--- config.mk ---
export PLATFORM = sky130hd
export DESIGN_NAME = sdram_mode_ctl_flat
export DESIGN_NICKNAME = d
export VERILOG_FILES = /design/src/include/sdram_mode_pkg.sv /design/src/include/sdram_link_if.sv /design/src/rtl/sdram_mode_ctl.sv /design/src/flat_wrapper.sv
export SDC_FILE = /design/constraint.sdc
export NUM_CORES = 1
export LEC_CHECK = 0
export BUFFER_PORTS_ARGS = -buffer_cell sky130_fd_sc_hd__buf_4
export CORE_MARGIN = 4
export CORE_UTILIZATION = 57
export DETAILED_ROUTE_END_ITERATION = 16
export GPL_ROUTABILITY_DRIVEN = 0
export PLACE_DENSITY = 0.84
export SLEW_MARGIN = 10
export SYNTH_ARGS = -nofsm -noshare
export SYNTH_HDL_FRONTEND = slang
export SYNTH_SLANG_ARGS = --single-unit
--- constraint.sdc ---
create_clock -name clock -period 4.42 [get_ports clock]
set_input_delay 0.442 -clock clock [delete_from_list [all_inputs] [get_ports clock]]
set_output_delay 0.442 -clock clock [all_outputs]
set_load 0.03 [all_outputs]
--- src/include/sdram_mode_pkg.sv ---
package sdram_mode_pkg;

  localparam int MODE_W    = 12;
  localparam int BANK_W    = 2;
  localparam int COL_W     = 9;
  localparam int BL_LSB    = 0;
  localparam int BL_W      = 3;
  localparam int ORDER_BIT = 3;
  localparam int LAT_LSB   = 4;
  localparam int LAT_W     = 3;
  localparam int OPM_LSB   = 7;
  localparam int OPM_W     = 2;
  localparam int SWR_BIT   = 9;

  localparam logic [BL_W-1:0]  BL_1       = 3'h0;
  localparam logic [BL_W-1:0]  BL_8       = 3'h3;
  localparam logic [BL_W-1:0]  BL_FULL    = 3'h7;
  localparam logic [LAT_W-1:0] CL_1       = 3'h1;
  localparam logic [LAT_W-1:0] CL_2       = 3'h2;
  localparam logic [LAT_W-1:0] CL_3       = 3'h3;
  localparam logic [OPM_W-1:0] OPM_NORMAL = 2'h0;

  // Command code is {ras_n, cas_n, we_n} while cs_n is low
  localparam logic [2:0] CMD_LMR   = 3'h0;
  localparam logic [2:0] CMD_WRITE = 3'h4;
  localparam logic [2:0] CMD_READ  = 3'h5;
  localparam logic [2:0] CMD_BTERM = 3'h6;
  localparam logic [2:0] CMD_NOP   = 3'h7;

  localparam logic [MODE_W-1:0] MODE_RESET = 12'h000;
  localparam logic [COL_W-1:0]  COL_ZERO   = 9'h000;
  localparam logic [COL_W-1:0]  COL_ONE    = 9'h001;
  localparam logic [COL_W-1:0]  COL_ALL    = 9'h1ff;

  // Controller register map
  localparam logic [7:0] REG_CTRL   = 8'h00;
  localparam logic [7:0] REG_ADDR   = 8'h04;
  localparam logic [7:0] REG_WDATA  = 8'h08;
  localparam logic [7:0] REG_RDATA  = 8'h0c;
  localparam logic [7:0] REG_STATUS = 8'h10;

  localparam logic [2:0] OPC_LOAD  = 3'h1;
  localparam logic [2:0] OPC_READ  = 3'h2;
  localparam logic [2:0] OPC_WRITE = 3'h3;
  localparam logic [2:0] OPC_TERM  = 3'h4;

  localparam int CNT_W       = 8;
  localparam int BUSY_BIT    = 8;
  localparam int LOADED_BIT  = 9;
  localparam int REFUSED_BIT = 10;

  localparam int MODE_SET_DELAY_NS = 20;
  localparam int CLK_MHZ           = 10;
  localparam int MRD_RAW           = (MODE_SET_DELAY_NS * CLK_MHZ + 999) / 1000;
  localparam int MRD_CYCLES        = (MRD_RAW < 1) ? 1 : MRD_RAW;

  typedef enum logic {
    B_IDLE = 1'b0,
    B_RUN  = 1'b1
  } burst_state_t;

  typedef enum logic [1:0] {
    C_IDLE   = 2'b00,
    C_MRD    = 2'b01,
    C_WBURST = 2'b10
  } ctl_state_t;

  // Block mask; also the index of the last access in a burst that is not full row
  function automatic logic [COL_W-1:0] blc_mask(input logic [BL_W-1:0] code);
    if (code == BL_FULL) begin
      return COL_ALL;
    end
    return (COL_ONE << code) - COL_ONE;
  endfunction : blc_mask

  function automatic logic bl_ok(input logic [BL_W-1:0] code);
    return (code <= BL_8) || (code == BL_FULL);
  endfunction : bl_ok

  function automatic logic lat_ok(input logic [LAT_W-1:0] code);
    return (code >= CL_1) && (code <= CL_3);
  endfunction : lat_ok

endpackage : sdram_mode_pkg

--- src/include/sdram_link_if.sv ---
`timescale 1ns/1ps
`default_nettype none
interface sdram_link_if #(
  parameter int DATA_W = 32
);
  logic                               cs_n;
  logic                               ras_n;
  logic                               cas_n;
  logic                               we_n;
  logic [sdram_mode_pkg::BANK_W-1:0]  ba;
  logic [sdram_mode_pkg::MODE_W-1:0]  addr;
  logic [DATA_W-1:0]                  ctl_dq;
  logic                               ctl_dq_oe;
  logic [DATA_W-1:0]                  dev_dq;
  logic                               dev_dq_oe;

  modport device (
    input  cs_n, ras_n, cas_n, we_n, ba, addr, ctl_dq, ctl_dq_oe,
    output dev_dq, dev_dq_oe
  );

  modport controller (
    output cs_n, ras_n, cas_n, we_n, ba, addr, ctl_dq, ctl_dq_oe,
    input  dev_dq, dev_dq_oe
  );
endinterface : sdram_link_if
`default_nettype wire

--- src/rtl/sdram_mode_ctl.sv ---
`timescale 1ns/1ps
`default_nettype none
module sdram_mode_ctl #(
  parameter int DATA_W     = 32,
  parameter int MRD_CYCLES = sdram_mode_pkg::MRD_CYCLES
) (
  input  wire logic               clock,
  input  wire logic               rst_n,
  input  wire logic [7:0]         reg_addr,
  input  wire logic [31:0]        reg_wdata,
  input  wire logic               reg_wr,
  input  wire logic               reg_rd,
  output var  logic [31:0]        reg_rdata,
  sdram_link_if.controller        link
);

  localparam int AW = sdram_mode_pkg::MODE_W + sdram_mode_pkg::BANK_W;
  localparam int CW = sdram_mode_pkg::CNT_W;

  sdram_mode_pkg::ctl_state_t          state;
  sdram_mode_pkg::ctl_state_t          next_state;
  logic [AW-1:0]                       addr_reg;
  logic [AW-1:0]                       next_addr_reg;
  logic [DATA_W-1:0]                   wdata_reg;
  logic [DATA_W-1:0]                   next_wdata_reg;
  logic [DATA_W-1:0]                   rdata_reg;
  logic [DATA_W-1:0]                   next_rdata_reg;
  logic [CW-1:0]                       rd_count;
  logic [CW-1:0]                       next_rd_count;
  logic [sdram_mode_pkg::MODE_W-1:0]   shadow;
  logic [sdram_mode_pkg::MODE_W-1:0]   next_shadow;
  logic                                loaded;
  logic                                next_loaded;
  logic                                refused;
  logic                                next_refused;
  logic [CW-1:0]                       wait_cnt;
  logic [CW-1:0]                       next_wait_cnt;
  logic [sdram_mode_pkg::COL_W-1:0]    left;
  logic [sdram_mode_pkg::COL_W-1:0]    next_left;
  logic                                full_wr;
  logic                                next_full_wr;
  logic [2:0]                          next_cmd;
  logic [sdram_mode_pkg::BANK_W-1:0]   next_ba;
  logic [sdram_mode_pkg::MODE_W-1:0]   next_pin_addr;
  logic [DATA_W-1:0]                   next_dq;
  logic                                next_dq_oe;
  logic [31:0]                         next_reg_rdata;
  logic [2:0]                          opc;
  logic [sdram_mode_pkg::MODE_W-1:0]   new_mode;
  logic [sdram_mode_pkg::BL_W-1:0]     wr_blc;
  logic                                ctrl_wr;

  always_comb begin
    next_state     = state;
    next_addr_reg  = addr_reg;
    next_wdata_reg = wdata_reg;
    next_shadow    = shadow;
    next_loaded    = loaded;
    next_refused   = refused;
    next_wait_cnt  = wait_cnt;
    next_left      = left;
    next_full_wr   = full_wr;
    next_cmd       = sdram_mode_pkg::CMD_NOP;
    next_ba        = addr_reg[AW-1 -: sdram_mode_pkg::BANK_W];
    next_pin_addr  = addr_reg[sdram_mode_pkg::MODE_W-1:0];
    next_dq        = wdata_reg;
    next_dq_oe     = 1'b0;
    opc            = reg_wdata[2:0];
    new_mode       = addr_reg[sdram_mode_pkg::MODE_W-1:0];
    wr_blc         = shadow[sdram_mode_pkg::SWR_BIT] ? sdram_mode_pkg::BL_1
                     : shadow[sdram_mode_pkg::BL_LSB +: sdram_mode_pkg::BL_W];
    ctrl_wr        = reg_wr && (reg_addr == sdram_mode_pkg::REG_CTRL);
    if (reg_wr && (reg_addr == sdram_mode_pkg::REG_ADDR)) begin
      next_addr_reg = reg_wdata[AW-1:0];
    end
    if (reg_wr && (reg_addr == sdram_mode_pkg::REG_WDATA)) begin
      next_wdata_reg = reg_wdata[DATA_W-1:0];
    end
    // Status read clears first, so a refusal below in the same cycle wins
    if (reg_rd && (reg_addr == sdram_mode_pkg::REG_STATUS)) begin
      next_refused = 1'b0;
    end
    unique case (state)
      sdram_mode_pkg::C_IDLE: begin
        next_state = sdram_mode_pkg::C_IDLE;
      end
      sdram_mode_pkg::C_MRD: begin
        next_wait_cnt = wait_cnt - 8'h01;
        if (wait_cnt <= 8'h01) begin
          next_state = sdram_mode_pkg::C_IDLE;
        end
      end
      sdram_mode_pkg::C_WBURST: begin
        next_dq_oe = 1'b1;
        next_left  = left - sdram_mode_pkg::COL_ONE;
        if (!full_wr && (left == sdram_mode_pkg::COL_ONE)) begin
          next_state = sdram_mode_pkg::C_IDLE;
        end
      end
    endcase
    if (ctrl_wr) begin
      if (state == sdram_mode_pkg::C_MRD) begin
        next_refused = 1'b1;
      end else if (opc == sdram_mode_pkg::OPC_LOAD) begin
        // Refuse reserved setups instead of sending them
        if ((state != sdram_mode_pkg::C_IDLE)
            || (new_mode[sdram_mode_pkg::OPM_LSB +: sdram_mode_pkg::OPM_W]
                != sdram_mode_pkg::OPM_NORMAL)
            || !sdram_mode_pkg::bl_ok(new_mode[sdram_mode_pkg::BL_LSB +: sdram_mode_pkg::BL_W])
            || !sdram_mode_pkg::lat_ok(
                  new_mode[sdram_mode_pkg::LAT_LSB +: sdram_mode_pkg::LAT_W])) begin
          next_refused = 1'b1;
        end else begin
          next_cmd      = sdram_mode_pkg::CMD_LMR;
          next_shadow   = new_mode;
          next_loaded   = 1'b1;
          next_state    = sdram_mode_pkg::C_MRD;
          next_wait_cnt = 8'(MRD_CYCLES);
          next_dq_oe    = 1'b0;
        end
      end else if (((opc == sdram_mode_pkg::OPC_READ) || (opc == sdram_mode_pkg::OPC_WRITE))
                   && !loaded) begin
        next_refused = 1'b1;
      end else if (opc == sdram_mode_pkg::OPC_READ) begin
        next_cmd   = sdram_mode_pkg::CMD_READ;
        next_state = sdram_mode_pkg::C_IDLE;
        next_dq_oe = 1'b0;
      end else if (opc == sdram_mode_pkg::OPC_WRITE) begin
        next_cmd     = sdram_mode_pkg::CMD_WRITE;
        next_dq      = next_wdata_reg;
        next_dq_oe   = 1'b1;
        next_left    = sdram_mode_pkg::blc_mask(wr_blc);
        next_full_wr = (wr_blc == sdram_mode_pkg::BL_FULL);
        next_state   = (wr_blc == sdram_mode_pkg::BL_1)
                       ? sdram_mode_pkg::C_IDLE : sdram_mode_pkg::C_WBURST;
      end else if (opc == sdram_mode_pkg::OPC_TERM) begin
        next_cmd   = sdram_mode_pkg::CMD_BTERM;
        next_state = sdram_mode_pkg::C_IDLE;
        next_dq_oe = 1'b0;
      end
    end
  end

  always_comb begin
    next_rdata_reg = rdata_reg;
    next_rd_count  = rd_count;
    if (link.dev_dq_oe) begin
      next_rdata_reg = link.dev_dq;
      next_rd_count  = rd_count + 8'h01;
    end
    next_reg_rdata = 32'h0000_0000;
    if (reg_rd && (reg_addr == sdram_mode_pkg::REG_RDATA)) begin
      next_reg_rdata = 32'(rdata_reg);
    end else if (reg_rd && (reg_addr == sdram_mode_pkg::REG_STATUS)) begin
      next_reg_rdata[CW-1:0]                     = rd_count;
      next_reg_rdata[sdram_mode_pkg::BUSY_BIT]    = (state != sdram_mode_pkg::C_IDLE);
      next_reg_rdata[sdram_mode_pkg::LOADED_BIT]  = loaded;
      next_reg_rdata[sdram_mode_pkg::REFUSED_BIT] = refused;
    end else if (reg_rd && (reg_addr == sdram_mode_pkg::REG_ADDR)) begin
      next_reg_rdata = 32'(addr_reg);
    end
  end

  always_ff @(posedge clock) begin
    if (!rst_n) begin
      state          <= sdram_mode_pkg::C_IDLE;
      addr_reg       <= '0;
      wdata_reg      <= '0;
      rdata_reg      <= '0;
      rd_count       <= '0;
      shadow         <= sdram_mode_pkg::MODE_RESET;
      loaded         <= 1'b0;
      refused        <= 1'b0;
      wait_cnt       <= '0;
      left           <= sdram_mode_pkg::COL_ZERO;
      full_wr        <= 1'b0;
      reg_rdata      <= 32'h0000_0000;
      link.cs_n      <= 1'b1;
      {link.ras_n, link.cas_n, link.we_n} <= sdram_mode_pkg::CMD_NOP;
      link.ba        <= '0;
      link.addr      <= '0;
      link.ctl_dq    <= '0;
      link.ctl_dq_oe <= 1'b0;
    end else begin
      state          <= next_state;
      addr_reg       <= next_addr_reg;
      wdata_reg      <= next_wdata_reg;
      rdata_reg      <= next_rdata_reg;
      rd_count       <= next_rd_count;
      shadow         <= next_shadow;
      loaded         <= next_loaded;
      refused        <= next_refused;
      wait_cnt       <= next_wait_cnt;
      left           <= next_left;
      full_wr        <= next_full_wr;
      reg_rdata      <= next_reg_rdata;
      link.cs_n      <= 1'b0;
      {link.ras_n, link.cas_n, link.we_n} <= next_cmd;
      link.ba        <= next_ba;
      link.addr      <= next_pin_addr;
      link.ctl_dq    <= next_dq;
      link.ctl_dq_oe <= next_dq_oe;
    end
  end

endmodule : sdram_mode_ctl
`default_nettype wire

--- src/flat_wrapper.sv ---
// flat-port wrapper written by rule: the top's interface ports become plain ports
module sdram_mode_ctl_flat 
#(
  parameter int DATA_W     = 32,
  parameter int MRD_CYCLES = sdram_mode_pkg::MRD_CYCLES
)
  (clock, rst_n, reg_addr, reg_wdata, reg_wr, reg_rd, reg_rdata, link_cs_n, link_ras_n, link_cas_n, link_we_n, link_ba, link_addr, link_ctl_dq, link_ctl_dq_oe, link_dev_dq, link_dev_dq_oe);
  sdram_link_if #(.DATA_W(DATA_W)) link_i ();
  input  wire logic clock;
  input  wire logic rst_n;
  input  wire logic [7:0] reg_addr;
  input  wire logic [31:0] reg_wdata;
  input  wire logic reg_wr;
  input  wire logic reg_rd;
  output var  logic [31:0] reg_rdata;
  output wire logic [$bits(link_i.cs_n)-1:0] link_cs_n;
  output wire logic [$bits(link_i.ras_n)-1:0] link_ras_n;
  output wire logic [$bits(link_i.cas_n)-1:0] link_cas_n;
  output wire logic [$bits(link_i.we_n)-1:0] link_we_n;
  output wire logic [$bits(link_i.ba)-1:0] link_ba;
  output wire logic [$bits(link_i.addr)-1:0] link_addr;
  output wire logic [$bits(link_i.ctl_dq)-1:0] link_ctl_dq;
  output wire logic [$bits(link_i.ctl_dq_oe)-1:0] link_ctl_dq_oe;
  input wire logic [$bits(link_i.dev_dq)-1:0] link_dev_dq;
  input wire logic [$bits(link_i.dev_dq_oe)-1:0] link_dev_dq_oe;
  assign link_cs_n = link_i.cs_n;
  assign link_ras_n = link_i.ras_n;
  assign link_cas_n = link_i.cas_n;
  assign link_we_n = link_i.we_n;
  assign link_ba = link_i.ba;
  assign link_addr = link_i.addr;
  assign link_ctl_dq = link_i.ctl_dq;
  assign link_ctl_dq_oe = link_i.ctl_dq_oe;
  assign link_i.dev_dq = link_dev_dq;
  assign link_i.dev_dq_oe = link_dev_dq_oe;
  sdram_mode_ctl #(.DATA_W(DATA_W), .MRD_CYCLES(MRD_CYCLES)) u_core (.clock(clock), .rst_n(rst_n), .reg_addr(reg_addr), .reg_wdata(reg_wdata), .reg_wr(reg_wr), .reg_rd(reg_rd), .reg_rdata(reg_rdata), .link(link_i));
endmodule
==> impl_metrics.yaml <==
synthesis:
  yosys_warnings: 0
  netlist-cell-type-count: 56
  synthesis_stage_register_bit_count: 195
  synthesis.area_per_instance_sq_um: 10.3
  synth_largest_type_area_fraction_pct: 55.1
  syn-instance-count: 690
  ys.flop_type: "sky130_fd_sc_hd__dfxtp_1"
  synth_adder_area_share_pct: 1.59
  synth_area_sq_um: 7080
  largest_family_of_logic_cells_by_synthesized_area: "simple AND/OR/NAND/NOR gates"
  syn-num-nets: 776
  compound_gate_portion_of_the_synthesized_area_pct: 7.07
  synth.mux.area_fraction_pct: 11.5
  asyncSetResetFlopFracSynth_pct: 0
  synth_enable_flop_cells: 0
  synth_simple_gate_area_share_pct: 19.4
  xor_and_xnor_fraction_of_the_mapped_netlist_area_pct: 2.47
  synth_largest_area_cell: "sky130_fd_sc_hd__dfxtp_1"
  ys_seq_area_share_pct: 55.1
  ys_top_cells_by_area: "sky130_fd_sc_hd__dfxtp_1 (55%), sky130_fd_sc_hd__mux2i_1 (11%), sky130_fd_sc_hd__nor2_1 (5.8%)"
timing:
  final_worst_clock_skew_ns: 0.00418
  whs_ns: 0.249
  final_period_minus_worst_setup_slack_ns: 2.23
  rsz0062_at_grt: "false"
  setup-tns-final_ns: 0
  report.final.setup_viol: 0
  slew_violations: 0
  slew-limit-headroom_pct: 30.7
  worst_slew_pin_slew_ns: 1.04
  finalWorstSetupSlack_ns: 2.19
  hold_viol_final: 0
  max_clock_freq_mhz: 449
  layout_worst_path_cycle_share_pct: 50.4
place:
  detailed_place.area_sq_um: 8340
  port-buffer-count: 159
  placement.setup.worst_slack_ns: 1.81
  dp_hpwl_um: 11400
die:
  std_cell_rows: 40
  die-height_um: 119
  area_of_the_core_sq_um: 12100
  die_w_um: 119
  initial_core_util_pct: 58.7
  die_area_sq_um: 14300
  io_pins: 160
cells_and_area:
  flow.area_growth_from_synthesis_pct: 27.0
  antenna-diode-count: 0
  post_route_cells_drive_above_1_share_pct: 24.5
  layout_common_cells: "sky130_fd_sc_hd__dfxtp_1 (195), sky130_fd_sc_hd__buf_4 (161), sky130_fd_sc_hd__nor2_1 (109)"
  layout.cells.most_common: "sky130_fd_sc_hd__dfxtp_1"
  final.fill_count: 784
  postLayoutCellArea_sq_um: 8990
  final_net_count: 915
  finalCoreUtilization_pct: 74.6
grt:
  grt_first_pass_wirelength_um: 26700
  number_of_global_route_vias_before_repair: 5402
  groute.usage.overall_pct: 23.3
  antenna_violations_before_repair: 0
  grt_start_max_net_pins: 89
  grt_overflow_total: 0
route:
  vias: 5414
  detail_route.wirelength_um: 16600
  postRouteAntennaNets: 0
  detail_route.iter0.violations: 447
  post-route-drc-count: 0
  routedWlPerCell_um: 16.4
  first_pass_iters: 4
  vias_per_cell: 5.36
clock_network:
  htree_depth: 4
  clock_insertion_delay_worst_skew_ns: 0.42
  cts_buffers: 17
  cts_hold_repair.buffers: 0
  ctsRootBufferMaster: "sky130_fd_sc_hd__clkbuf_16"
  cts_max_path_buffers: 2
  cts-resized-gates: 0
  clk_pin_slew_worst_paths_ns: 0.07
  tritoncts: "done"
  clock_sinks: 195
  postcts_setup_bufs: 0
setup_path:
  critPathKind: "reg -> reg"
  worst_ep_required_time_ns: 4.69
  worst_path_most_repeated_cell: "sky130_fd_sc_hd__or4b_4"
  cp.arrival_ns: 2.49
  cp_slowest_stage_delay_ns: 0.61
  critical_path.cell_chain: "inv_1, ha_1, or4b_4, or4b_4, o21ai_0, a21oi_1"
  slowest_stage: "sky130_fd_sc_hd__or4b_4"
  critPathLaunchType: "flip-flop"
  critPathMaxFanout: 6
  worst_setup_path_end_kind: "flip-flop"
power_and_ir_drop:
  peakVddDrop_v: 0.000213
  power_density_nw_per_um2: 402
  static-leakage-power_nw: 4.20
min_path:
  min-delay-path-class: "in -> reg"
outcome:
  outcome: "finished clean"
flow_run:
  max_cap_viol_count: 0
-- cell families (layout without fill, tap and decap cells) --
family | Yosys count | count (layout)
flops | 195 | 195
xor+xnor | 20 | 20
simple gates | 257 | 257
fa+ha+maj | 9 | 9
buf+inv | 52 | 204
compound gates | 76 | 76
mux | 81 | 81
-- Yosys cell counts, types with 4 or more instances --
| cell type | n |
|---|---|
| sky130_fd_sc_hd__nor3b_1 | 4 |
| sky130_fd_sc_hd__o21ai_0 | 11 |
| sky130_fd_sc_hd__mux2i_1 | 80 |
| sky130_fd_sc_hd__nor2b_1 | 4 |
| sky130_fd_sc_hd__a22oi_1 | 13 |
| sky130_fd_sc_hd__nor4b_1 | 4 |
| sky130_fd_sc_hd__nor3_1 | 5 |
| sky130_fd_sc_hd__clkbuf_1 | 31 |
| sky130_fd_sc_hd__buf_2 | 7 |
| sky130_fd_sc_hd__nand2b_1 | 4 |
| sky130_fd_sc_hd__xor2_1 | 10 |
| sky130_fd_sc_hd__a211oi_1 | 7 |
| sky130_fd_sc_hd__xnor2_1 | 10 |
| sky130_fd_sc_hd__inv_1 | 10 |
| sky130_fd_sc_hd__and3_1 | 21 |
| sky130_fd_sc_hd__nand4_1 | 5 |
| sky130_fd_sc_hd__and2_1 | 46 |
| sky130_fd_sc_hd__a21oi_1 | 26 |
| sky130_fd_sc_hd__nand3_1 | 7 |
| sky130_fd_sc_hd__nand2_1 | 23 |
| sky130_fd_sc_hd__ha_1 | 9 |
| sky130_fd_sc_hd__nor2_1 | 109 |
| sky130_fd_sc_hd__dfxtp_1 | 195 |
-- layout make-up --
class	count	area [sq um]	area share, %
clock buffer	19	453	5.04
sequential	195	3900	43.4
timing repair buffer	161	1210	13.4
clock inverter	13	204	2.27
inverter	11	42.5	0.473
tap	168	210	2.34
multi-input combinational	443	2970	33.1
-- per-layer routing --
layer / part of all wire, % / up-vias / global-route usage (%)
met1: 41 / 2550 / 28.1
met2: 50 / 197 / 39.7
met4: 3.0 / 0 / 10.1
li1: - / 2629 / -
met5: 0 / - / 0
met3: 6.4 / 38 / 5.70
-- power by group --
part / switching (mW) / internal [mW] / leakage (nW)
registers: 0.0114 / 1.78 / 1.58
clock network: 0.642 / 1.03 / 0.323
logic: 0.0772 / 0.0727 / 2.30
total: 0.731 / 2.88 / 4.20
-- path summary, 6_finish.rpt --
kind	startpoint	end	slack [ns]	cells past startpoint
setup / recovery	u_core.state[0]$_SDFF_PN0_	u_core.shadow[9]$_SDFFE_PN0P_	2.19	6
hold / removal	reg_wdata[18]	u_core.wdata_reg[18]$_SDFF_PN0_	0.25	3
setup reg to reg	u_core.state[0]$_SDFF_PN0_	u_core.shadow[9]$_SDFFE_PN0P_	2.19	6
hold reg to reg	u_core.wdata_reg[20]$_SDFF_PN0_	u_core.link.ctl_dq[20]$_SDFF_PN0_	0.46	1
-- metrics by stage --
stage | total power, mW | cells
global placement | 1.97 | 978
finish | 3.61 | 1010
global route | 3.72 | 1010
floorplan | 1.90 | 690
detailed placement | 1.98 | 978
CTS | 3.63 | 1010
-- critical path, delay by kind of cell (launching register included) --
family / cells / cell delay, ns
simple gates: 2 / 1.12
flops: 1 / 0.33
compound gates: 2 / 0.31
fa+ha+maj: 1 / 0.21
buf+inv: 1 / 0.10
No activity file was read; power rests on OpenSTA's default activity.
